==> src/shared/vcr_pkg.sv <==
package vcr_pkg;
    // ==========================================================
    // Register indices of the capability bank.
    localparam logic [11:0] VCR_IDX_BASIC     = 12'h480;
    localparam logic [11:0] VCR_IDX_PIN_CTL   = 12'h481;
    localparam logic [11:0] VCR_IDX_PROC_CTL  = 12'h482;
    localparam logic [11:0] VCR_IDX_EXIT_CTL  = 12'h483;
    localparam logic [11:0] VCR_IDX_ENTRY_CTL = 12'h484;
    localparam logic [11:0] VCR_IDX_MISC      = 12'h485;
    localparam logic [11:0] VCR_IDX_CR0_F1S   = 12'h486;
    localparam logic [11:0] VCR_IDX_CR0_F0S   = 12'h487;
    localparam logic [11:0] VCR_IDX_CR4_F1S   = 12'h488;
    localparam logic [11:0] VCR_IDX_CR4_F0S   = 12'h489;
    localparam logic [11:0] VCR_IDX_ENUM      = 12'h48A;

    // ==========================================================
    // Field widths and positions.
    localparam int VCR_REV_W      = 32;
    localparam int VCR_SIZE_W     = 13;
    localparam int VCR_MTYPE_W    = 4;
    localparam int VCR_CR3CNT_W   = 9;
    localparam int VCR_LISTN_W    = 3;
    localparam int VCR_ACT_W      = 3;
    localparam int VCR_IDXF_W     = 9;
    localparam int VCR_RANGE_TYPE_REGISTERS_E_BIT = 11;
    localparam int VCR_ENC_RSV_LO = 15;
    localparam int VCR_ENC_RSV12  = 12;
    localparam int VCR_ENC_IDX_LO = 1;
    localparam int VCR_ENC_IDX_HI = 9;

    // ==========================================================
    // Limits and encodings.
    localparam int          VCR_SIZE_MAX   = 4096;
    localparam int          VCR_CR3CNT_MAX = 256;
    localparam int          VCR_LIST_UNIT  = 512;
    localparam logic [3:0]  VCR_MT_UC      = 4'h0;
    localparam logic [3:0]  VCR_MT_WB      = 4'h6;
    localparam logic [1:0]  VCR_ACT_ACTIVE = 2'h0;
    localparam logic [15:0] VCR_GP_CODE    = 16'h0000;
endpackage

==> src/rtl/vcr_bank.sv <==
`timescale 1ns/1ps
// Notes on behaviour
// - Basic low word holds structure revision.
// - Bits 44:32 give region size, 1..4096.
// - Bit 48 gives structure address limit.
// - Bit 49 dual-monitor support always one.
// - Bits 53:50 give structure memory type.
// - Basic reserved bits read as zero.
// - Range types off forces uncacheable access.
// - Low word lists allowed zero settings.
// - High word lists allowed one settings.
// - Misc bits 8:6 list activity states.
// - Unsupported activity state fails entry.
// - Misc bits 24:16 give target count.
// - Misc bits 27:25 bound list lengths.
// - Misc high word holds segment revision.
// - Misc reserved bits read as zero.
// - Register zero follows fixed bits when on.
// - Fixed-bit pairs are always consistent.
// - Register four follows fixed bits when on.
// - Field encoding layout and reserved bits.
// - Enumeration reports highest field index.
// - Writes fault with error code zero.
module vcr_bank
    import vcr_pkg::*;
#(
    parameter logic [31:0] STRUCT_REV   = 32'h0000_0001,
    parameter int          REGION_SIZE  = 4096,
    parameter bit          ADDR_32      = 1'b0,
    parameter logic [3:0]  STRUCT_MTYPE = VCR_MT_WB,
    parameter logic [63:0] PIN_CAP      = 64'h0000_001F_0000_0016,
    parameter logic [63:0] PROC_CAP     = 64'hFFFF_FFFF_0401_E172,
    parameter logic [63:0] EXIT_CAP     = 64'h0003_6FFF_0003_6DFF,
    parameter logic [63:0] ENTRY_CAP    = 64'h0000_11FF_0000_11FF,
    parameter logic [2:0]  ACT_STATES   = 3'h7,
    parameter int          CR3_COUNT    = 4,
    parameter logic [2:0]  LIST_N       = 3'h0,
    parameter logic [31:0] SEG_REV      = 32'h0000_0000,
    parameter logic [63:0] CR0_FIX1S    = 64'h0000_0000_8000_0021,
    parameter logic [63:0] CR0_FIX0S    = 64'h0000_0000_FFFF_FFFF,
    parameter logic [63:0] CR4_FIX1S    = 64'h0000_0000_0000_2000,
    parameter logic [63:0] CR4_FIX0S    = 64'h0000_0000_0000_27FF,
    parameter logic [8:0]  MAX_INDEX    = 9'h01C
) (
    input  wire logic        CLK,          // Processor clock.
    input  wire logic        RST,          // Async reset, high.
    input  wire logic        RD_REQ,       // Read request pulse.
    input  wire logic        WR_REQ,       // Write attempt pulse.
    input  wire logic [11:0] REG_INDEX,    // Register index.
    output logic      [63:0] RD_DATA,      // Read data.
    output logic             RD_VALID,     // Read done pulse.
    output logic             GP_FAULT,     // Fault pulse.
    output logic      [15:0] GP_CODE,      // Fault error code.
    input  wire logic [11:0] DEF_MEM_TYPE_REG, // Default type reg.
    output logic      [3:0]  STRUCT_MEM_TYPE,  // Type in use.
    input  wire logic        ENTRY_REQ,    // Entry check pulse.
    input  wire logic [31:0] PIN_CTLS,     // Pin controls.
    input  wire logic [31:0] PROC_CTLS,    // Processor controls.
    input  wire logic [31:0] EXIT_CTLS,    // Exit controls.
    input  wire logic [31:0] ENTRY_CTLS,   // Entry controls.
    input  wire logic [1:0]  ACT_STATE,    // Requested activity.
    input  wire logic [31:0] EXIT_STORE_CNT, // List length.
    input  wire logic [31:0] EXIT_LOAD_CNT,  // List length.
    input  wire logic [31:0] ENTRY_LOAD_CNT, // List length.
    output logic             ENTRY_DONE,   // Check done pulse.
    output logic             ENTRY_FAIL,   // Entry refused.
    output logic             LIST_OVER,    // List beyond limit.
    input  wire logic        VIRT_ON,      // Operation is on.
    input  wire logic [63:0] CREG0_IN,     // Register zero wanted.
    input  wire logic [63:0] CREG4_IN,     // Register four wanted.
    output logic      [63:0] CREG0_OUT,    // Register zero held.
    output logic      [63:0] CREG4_OUT,    // Register four held.
    input  wire logic [31:0] FIELD_ENC,    // Field encoding.
    output logic             FIELD_ENC_OK  // Encoding is legal.
);

    // ==========================================================
    // Elaboration checks.
    // Refuses out-of-range sizes and target counts, unused memory types and inconsistent fixed pairs.
    if (REGION_SIZE < 1 || REGION_SIZE > VCR_SIZE_MAX) begin
        $error("Region size out of range.");
    end
    if (CR3_COUNT < 0 || CR3_COUNT > VCR_CR3CNT_MAX) begin
        $error("Target count out of range.");
    end
    if (STRUCT_MTYPE != VCR_MT_UC && STRUCT_MTYPE != VCR_MT_WB) begin
        $error("Memory type code is unused.");
    end
    if ((CR0_FIX1S & ~CR0_FIX0S) != 64'h0) begin
        $error("Register zero fixed pair inconsistent.");
    end
    if ((CR4_FIX1S & ~CR4_FIX0S) != 64'h0) begin
        $error("Register four fixed pair inconsistent.");
    end

    // ==========================================================
    // Functions.

    // True when the controls respect both allowed-setting halves.
    function automatic logic ctl_ok(input logic [31:0] ctl,
                                    input logic [63:0] cap);
        logic zero_bad;
        logic one_bad;
        zero_bad = |(~ctl & cap[31:0]);
        one_bad  = |(ctl & ~cap[63:32]);
        return !(zero_bad || one_bad);
    endfunction

    // Forces fixed-one bits high and fixed-zero bits low.
    function automatic logic [63:0] fix_bits(input logic [63:0] v,
                                             input logic [63:0] f1s,
                                             input logic [63:0] f0s);
        return (v | f1s) & f0s;
    endfunction

    // ==========================================================
    // Constant register images.
    localparam logic [VCR_SIZE_W-1:0] SIZE_F =
        VCR_SIZE_W'(REGION_SIZE);
    localparam logic [VCR_CR3CNT_W-1:0] CR3_F =
        VCR_CR3CNT_W'(CR3_COUNT);
    localparam logic [63:0] BASIC_VAL = {
        10'h000,
        STRUCT_MTYPE,
        1'b1,
        ADDR_32,
        3'h0,
        SIZE_F,
        STRUCT_REV
    };
    localparam logic [63:0] MISC_VAL = {
        SEG_REV,
        4'h0,
        LIST_N,
        CR3_F,
        7'h00,
        ACT_STATES,
        6'h00
    };
    localparam logic [63:0] ENUM_VAL =
        {54'h0, MAX_INDEX, 1'b0};
    localparam logic [31:0] LIST_LIMIT =
        32'(VCR_LIST_UNIT * (int'(LIST_N) + 1));

    // ==========================================================
    // Register selection.
    logic [63:0] sel_val;
    logic        sel_hit;

    // Decodes the index to a constant; reads change no state.
    always_comb begin
        sel_hit = 1'b1;
        case (REG_INDEX)
            VCR_IDX_BASIC:     sel_val = BASIC_VAL;
            VCR_IDX_PIN_CTL:   sel_val = PIN_CAP;
            VCR_IDX_PROC_CTL:  sel_val = PROC_CAP;
            VCR_IDX_EXIT_CTL:  sel_val = EXIT_CAP;
            VCR_IDX_ENTRY_CTL: sel_val = ENTRY_CAP;
            VCR_IDX_MISC:      sel_val = MISC_VAL;
            VCR_IDX_CR0_F1S:   sel_val = CR0_FIX1S;
            VCR_IDX_CR0_F0S:   sel_val = CR0_FIX0S;
            VCR_IDX_CR4_F1S:   sel_val = CR4_FIX1S;
            VCR_IDX_CR4_F0S:   sel_val = CR4_FIX0S;
            VCR_IDX_ENUM:      sel_val = ENUM_VAL;
            default: begin
                sel_val = 64'h0;
                sel_hit = 1'b0;
            end
        endcase
    end

    // ==========================================================
    // Read and write port.
    logic [63:0] rd_data_reg;
    logic        rd_valid_reg;
    logic        gp_fault_reg;

    // Answers a read one cycle later; writes and misses fault.
    always_ff @(posedge CLK or posedge RST) begin
        if (RST) begin
            rd_data_reg  <= 64'h0;
            rd_valid_reg <= 1'b0;
            gp_fault_reg <= 1'b0;
        end else begin
            rd_valid_reg <= RD_REQ && !WR_REQ && sel_hit;
            gp_fault_reg <= WR_REQ || (RD_REQ && !sel_hit);
            if (RD_REQ && !WR_REQ && sel_hit) begin
                rd_data_reg <= sel_val;
            end
        end
    end

    assign RD_DATA  = rd_data_reg;
    assign RD_VALID = rd_valid_reg;
    assign GP_FAULT = gp_fault_reg;
    assign GP_CODE  = VCR_GP_CODE;

    // ==========================================================
    // Structure memory type.
    logic [3:0] mtype_reg;

    // Uses uncacheable access while the range types are off.
    always_ff @(posedge CLK or posedge RST) begin
        if (RST) begin
            mtype_reg <= VCR_MT_UC;
        end else if (!DEF_MEM_TYPE_REG[VCR_RANGE_TYPE_REGISTERS_E_BIT]) begin
            mtype_reg <= VCR_MT_UC;
        end else begin
            mtype_reg <= STRUCT_MTYPE;
        end
    end

    assign STRUCT_MEM_TYPE = mtype_reg;

    // ==========================================================
    // Entry checks.
    logic ctls_good;
    logic act_good;
    logic entry_done_reg;
    logic entry_fail_reg;
    logic list_over_reg;

    // All four control words must honour their capabilities.
    assign ctls_good = ctl_ok(PIN_CTLS, PIN_CAP)
                    && ctl_ok(PROC_CTLS, PROC_CAP)
                    && ctl_ok(EXIT_CTLS, EXIT_CAP)
                    && ctl_ok(ENTRY_CTLS, ENTRY_CAP);

    // Active is always allowed; others need their bitmap bit.
    // Bit 0 of the map stands for the active state, so no index
    // ever falls outside the map.
    localparam logic [3:0] ACT_MAP = {ACT_STATES, 1'b1};
    assign act_good = ACT_MAP[ACT_STATE];

    // Reports the verdict of each entry request one cycle later.
    always_ff @(posedge CLK or posedge RST) begin
        if (RST) begin
            entry_done_reg <= 1'b0;
            entry_fail_reg <= 1'b0;
        end else begin
            entry_done_reg <= ENTRY_REQ;
            if (ENTRY_REQ) begin
                entry_fail_reg <= !(ctls_good && act_good);
            end
        end
    end

    // Flags a list beyond the recommended length at each request.
    always_ff @(posedge CLK or posedge RST) begin
        if (RST) begin
            list_over_reg <= 1'b0;
        end else if (ENTRY_REQ) begin
            list_over_reg <= (EXIT_STORE_CNT > LIST_LIMIT)
                          || (EXIT_LOAD_CNT > LIST_LIMIT)
                          || (ENTRY_LOAD_CNT > LIST_LIMIT);
        end
    end

    assign ENTRY_DONE = entry_done_reg;
    assign ENTRY_FAIL = entry_fail_reg;
    assign LIST_OVER  = list_over_reg;

    // ==========================================================
    // Fixed bits of control registers zero and four.
    logic [63:0] creg0_reg;
    logic [63:0] creg4_reg;

    // Holds the fixed bits while operation is on.
    always_ff @(posedge CLK or posedge RST) begin
        if (RST) begin
            creg0_reg <= 64'h0;
            creg4_reg <= 64'h0;
        end else if (VIRT_ON) begin
            creg0_reg <= fix_bits(CREG0_IN, CR0_FIX1S,
                                  CR0_FIX0S);
            creg4_reg <= fix_bits(CREG4_IN, CR4_FIX1S,
                                  CR4_FIX0S);
        end else begin
            creg0_reg <= CREG0_IN;
            creg4_reg <= CREG4_IN;
        end
    end

    assign CREG0_OUT = creg0_reg;
    assign CREG4_OUT = creg4_reg;

    // ==========================================================
    // Field encoding check.
    logic enc_ok_reg;

    // Reserved bits must be zero and the index within range.
    always_ff @(posedge CLK or posedge RST) begin
        if (RST) begin
            enc_ok_reg <= 1'b0;
        end else begin
            enc_ok_reg <= (FIELD_ENC[31:VCR_ENC_RSV_LO] == 17'h0)
                && !FIELD_ENC[VCR_ENC_RSV12]
                && (FIELD_ENC[VCR_ENC_IDX_HI:VCR_ENC_IDX_LO]
                    <= MAX_INDEX);
        end
    end

    assign FIELD_ENC_OK = enc_ok_reg;
endmodule

==> config.mk <==
export PLATFORM = sky130hd
export DESIGN_NAME = vcr_bank
export DESIGN_NICKNAME = d
export VERILOG_FILES = /design/src/shared/vcr_pkg.sv /design/src/rtl/vcr_bank.sv
export SDC_FILE = /design/constraint.sdc
export NUM_CORES = 1
export LEC_CHECK = 0
export BUFFER_PORTS_ARGS = -buffer_cell sky130_fd_sc_hd__buf_2
export CAP_MARGIN = 20
export CORE_AREA = 2 2 249 251
export DETAILED_ROUTE_END_ITERATION = 8
export DIE_AREA = 0 0 251 253
export GPL_TIMING_DRIVEN = 0
export MAX_ROUTING_LAYER = met4
export PLACE_DENSITY = 0.4
export REMOVE_ABC_BUFFERS = 1
export SLEW_MARGIN = 25
export SYNTH_ARGS = -nofsm -noshare
export SYNTH_HDL_FRONTEND = slang
export SYNTH_SLANG_ARGS = --single-unit
==> constraint.sdc <==
create_clock -name CLK -period 4.75 [get_ports CLK]
set_input_delay 0.7125 -clock CLK [delete_from_list [all_inputs] [get_ports CLK]]
set_output_delay 0.7125 -clock CLK [all_outputs]
set_load 0.005 [all_outputs]
After elaboration in Yosys (flattened, before gate mapping)

Index checks and enable logic that the tools add are counted.

Multiplexer cells: 7
Reduce and logical (&&, ||, !) cells: 32
Eq/ne operators: 11
Bitwise gates (word level): 4
$lt $le $gt $ge: 5

Operators by type and width:

| operator                                                                     | count |
|---|---|
| 64-bit one-hot mux with 11 select lines                                      | 1 |
| 12-bit by 11-bit equality test with 1-bit output, second input constant      | 11 |
| 64-bit two-way mux                                                           | 2 |
| 32-bit by 10-bit > comparator with 1-bit output, second input constant       | 3 |
| 27-bit inverter                                                              | 1 |
| 27-bit OR reduction                                                          | 1 |
| 22-bit OR reduction                                                          | 1 |
| 10-bit OR reduction                                                          | 2 |
| 18-bit inverter                                                              | 1 |
| 17-bit zero test                                                             | 1 |
| 16-bit OR reduction                                                          | 1 |
| 15-bit OR reduction                                                          | 1 |
| 13-bit inverter                                                              | 1 |
| 11-bit OR reduction                                                          | 1 |
| 9-bit by 5-bit <= comparator with 1-bit output, second input constant        | 1 |
| 1-bit logical AND                                                            | 9 |
| 1-bit zero test                                                              | 8 |
| 1-bit logical OR                                                             | 6 |
| 5-bit inverter                                                               | 1 |
| 2-bit by 3-bit less-than comparator with 1-bit output, second input constant | 1 |
| 3-bit two-way mux                                                            | 1 |
| 3-bit OR reduction                                                           | 1 |
| 1-bit binary-select mux with 2-bit select                                    | 1 |
| 1-bit two-way mux                                                            | 2 |

Word-level logic and storage cells: 69
Register bits after elaboration: 202
Input bits: 416

Longest topological paths before layout

Depth in word-level cells: 9
Gate-level depth with buffers: 7
Gate-level depth less buffers: 6

Worst setup path after synthesis

OpenSTA, ideal clock, no wires.

Path type: in2reg
From: input REG_INDEX[9]
To: register rd_data_reg[44] (netlist: RD_DATA[44])
Arrival: 2220 ps
Data required time: 4686 ps
Path buffers: 2
Stages on the path: 6
Library setup time: 64 ps
Setup slack: 2466 ps
Cells stage by stage: or4b_1 buf_2 or3_1 buf_2 a2111oi_4 a21o_1

Cells in the longest elaborated chain, start to end: 4

RTL lines:

| element                                          | RTL line        | RTL |
|---|---|---|
| start: declaration                               | vcr_bank.sv:49  | `input wire logic [11:0] REG_INDEX,` |
| 12-bit by 11-bit equality test with 1-bit output | vcr_bank.sv:153 | `case (REG_INDEX)` |
| 11-bit OR reduction (no source line)             | -               |  |
| 1-bit two-way mux                                | vcr_bank.sv:153 |  |
| 1-bit logical AND                                | vcr_bank.sv:187 | `if (RD_REQ && !WR_REQ && sel_hit) begin` |
| end signal: assignment                           | vcr_bank.sv:188 | `rd_data_reg <= sel_val;` |
| end: declaration                                 | vcr_bank.sv:174 | `logic [63:0] rd_data_reg;` |

Several ways; a longest one is shown, not always the timed one.
A chain may end at the register's enable or synchronous reset.

Final worst setup path

From: input REG_INDEX[9]
To: register rd_data_reg[31] (netlist: RD_DATA[31])

Same word-level chain as after synthesis.

==> impl_metrics.csv <==
group,metric,value,unit
run_status,status,"complete, no violations",
min_path,min_path_type,"in -> async",
clock_tree,cts_num_sinks,160,
timing,hold_violations,0,
grt,grt_pass1_vias,6248,
power,power.total,3.25,mW
clock_tree,cts_tree,"yes",
grt,antenna_found_initial,6,
timing,slew_violations,0,
die,dieArea,63500,um^2
timing,rsz0062_at_grt,"no",
power,power_switching_share,0.269,
critical_path,timing_worst_setup_path_type,"in -> reg",
clock_tree,cts_setup_buffers,0,
finish,fill_cells,6866,
grt,grt_usage,0.0832,
clock_tree,ctsResizeCount,0,
die,core,61000,um^2
place,pre_cts_ws,1.94,ns
critical_path,critPathLaunchType,"primary input",
yosys,synth_edf_count,0,
clock_tree,clockRootBuffer,"clkbuf_16",
grt,overflow,0,
place,gp_congestion,0.934,
power,p_clk_frac,0.446,
yosys,netlist_area,6290,um^2
yosys,yosysWarnings,0,
timing,setup_viol,0,
die,fp.dieW,251,um
clock_tree,htree_levels,4,
grt,grt_pass1_wl,37200,um
place,post-dp-hpwl,20900,um
yosys,async_flop_share,1.00,
route,drt_iter0_drc,318,
job,cap_violations,0,
die,die_height,253,um
timing,final.period_utilization,0.488,
finish,layout-drive-gt1-share,0.575,
route,drc,0,
finish,finalNetCount,1476,
finish,fin_cells,1868,
route,firstDrtPassIters,6,
clock_tree,numCtsBuffers,17,
die,num_rows,91,
clock_tree,clk_pin_slew_worst_paths,0.07,ns
clock_tree,clk_latency,0.47,ns
yosys,yosys_most_used_dff,"dfrtp_1",
place,port_buffers,572,
route,routed_wl,26200,um
timing,holdWs,0.328,ns
power,power.density,314,nW/um^2
die,pin_count,634,
die,start_util,0.103,
place,placed_cells,1831,
timing,fin_ws,2.43,ns
power,p_leak,5.27,nW
power,p_sw,875,uW
timing,tns,0,ns
grt,grt_max_degree,91,
finish,ff_latch_area,4000,um^2
route,vias_per_cell,3.22,
critical_path,cp-end-kind,"flop",
yosys,ys_ff_latch,160,
yosys,ys_seq_area_frac,0.637,
route,routedWlPerCell,14.0,um
power,vdd_drop_max,0.272,mV
finish,area_growth,64.7,%
yosys,synthCells,529,
timing,relSlewSlack,0.560,
power,power_frac_seq,0.441,
timing,period_minus_slack,2.32,ns
yosys,synth_cell_types,53,
power,p_comb_frac,0.113,
yosys,syn_area_per_cell,11.9,um^2
timing,fin_skew,0,ns
critical_path,cp_max_fo,37,
clock_tree,cts_buffer_depth,2,
finish,multiInputGateArea,1810,um^2
timing,max_freq,432,MHz
critical_path,arrival,2.71,ns
power,p_int,2.37,mW
route,num_vias,6020,
timing,tightestPinTransition,0.660,ns
critical_path,cp.required,5.15,ns
clock_tree,ctsHoldBuffers,0,
route,ant_nets,0,
[cells in the final DEF (no fill, tap or decap), types with 3 or more instances in the layout]
| cell | Yosys | routed |
|---|---|---|
| buf_2 | 3 | 571 |
| dfrtp_1 | 160 | 160 |
| nor2b_1 | 89 | 89 |
| nor4_1 | 36 | 36 |
| nand2_1 | 31 | 31 |
| nor2_1 | 21 | 21 |
| conb_1 | 1 | 18 |
| clkbuf_16 | 0 | 17 |
| a21oi_1 | 12 | 12 |
| nand4_1 | 11 | 11 |
| o21ai_0 | 9 | 9 |
| nor3_1 | 9 | 9 |
| nand3_1 | 8 | 8 |
| o31ai_1 | 7 | 7 |
| diode_2 | 0 | 5 |
| or2_2 | 5 | 5 |
| nand4b_1 | 5 | 5 |
| inv_6 | 0 | 5 |
| nand2b_1 | 4 | 4 |
| nor4b_1 | 4 | 4 |
| a22o_1 | 3 | 3 |
| clkinv_4 | 0 | 3 |
[power by group through the flow]
stage                     clock network (mW)  registers [mW]  logic (mW)
after floorplan                            0            1.47      0.0816
after global placement                     0            1.46       0.366
after detailed placement                   0            1.46       0.375
after CTS                               1.54            1.43       0.376
after global routing                    1.57            1.44       0.406
final                                   1.45            1.43       0.367
[metrics by stage]
| stage | cell area [um^2] | utilization |
|---|---|---|
| after floorplan | 5820 | - |
| after global placement | 9680 | 0.159 |
| after detailed placement | 9740 | 0.160 |
| after CTS | 10300 | 0.169 |
| after global routing | 10400 | 0.170 |
| final | 10400 | 0.170 |
[final timing paths]
path	slack (ns)	to	from	cells past startpoint
worst max-delay path	2.43	RD_DATA[31]	REG_INDEX[9]	7
worst min-delay path	0.33	CREG0_OUT[25]	RST	2
worst max register to register	3.79	RD_DATA[3]	RD_DATA[3]	4
worst min register to register	0.48	RD_DATA[1]	RD_DATA[1]	2
max in group asynchronous	3.56	CREG0_OUT[0]	RST	3
min in group CLK	0.33	CREG0_OUT[7]	CREG0_IN[7]	1
[metal layers]
metal  vias to the layer above  routed length (um)  global-route usage
li1                       2812                   -                   -
met1                      2794               10000              0.0891
met2                       377               12900               0.135
met3                        37                2490              0.0301
met4                         0                 764              0.0442
met5                         -                   0                   -
[logic make-up after synthesis]
family | after synthesis | share of synthesized area
buffers and inverters | 82 | 0.0854
xor gates and xnor gates | 3 | 0.00418
muxes | 1 | 0.00159
AOI/OAI and AO/OA | 49 | 0.0547
DFF | 160 | 0.637
and+or+nand+nor | 233 | 0.217
other | 1 | 0.000597
[registers in the layout (all words and copies together), names as in the netlist]
| register | count |
|---|---|
| CREG0_OUT | 64 |
| RD_VALID | 1 |
| ENTRY_DONE | 1 |
| ENTRY_FAIL | 1 |
| LIST_OVER | 1 |
| CREG4_OUT | 64 |
| GP_FAULT | 1 |
| FIELD_ENC_OK | 1 |
| STRUCT_MEM_TYPE | 1 |
| RD_DATA | 25 |
[critical path, cell delays in order]
cell     delay, ns
buf_2         0.09
or4b_1        0.68
nor3_4        0.40
nand2_4       0.31
inv_2         0.19
nand3_1       0.13
o21ai_0       0.18
[layout make-up]
class	count	area share
Sequential cell	160	0.387
Timing Repair Buffer	574	0.282
Multi-Input combinational cell	304	0.175
Tap cell	790	0.0955
Clock buffer	19	0.0438
Clock inverter	13	0.0138
Inverter	3	0.00181
Antenna cell	5	0.00121
[cells in the mapped netlist (all sizes together), types with 2 or more instances]
cell    number  share of area
dfrtp      160           0.64
nor2b       89          0.089
buf         63          0.074
nor4        36          0.036
nand2       32          0.020
nor2        21          0.013
clkbuf      16         0.0096
a21oi       12         0.0096
nand4       11          0.011
nor3        11          0.011
o21ai       10         0.0080
nand3        8         0.0064
o31ai        7         0.0084
nand4b       5         0.0070
or2          5         0.0050
nand2b       4         0.0040
nor4b        4         0.0056
a22o         3         0.0042
a21o         2         0.0024
inv          2         0.0012
or4          2         0.0024
or4b         2         0.0032
xnor2        2         0.0028
(Power assumes the default switching activity.)
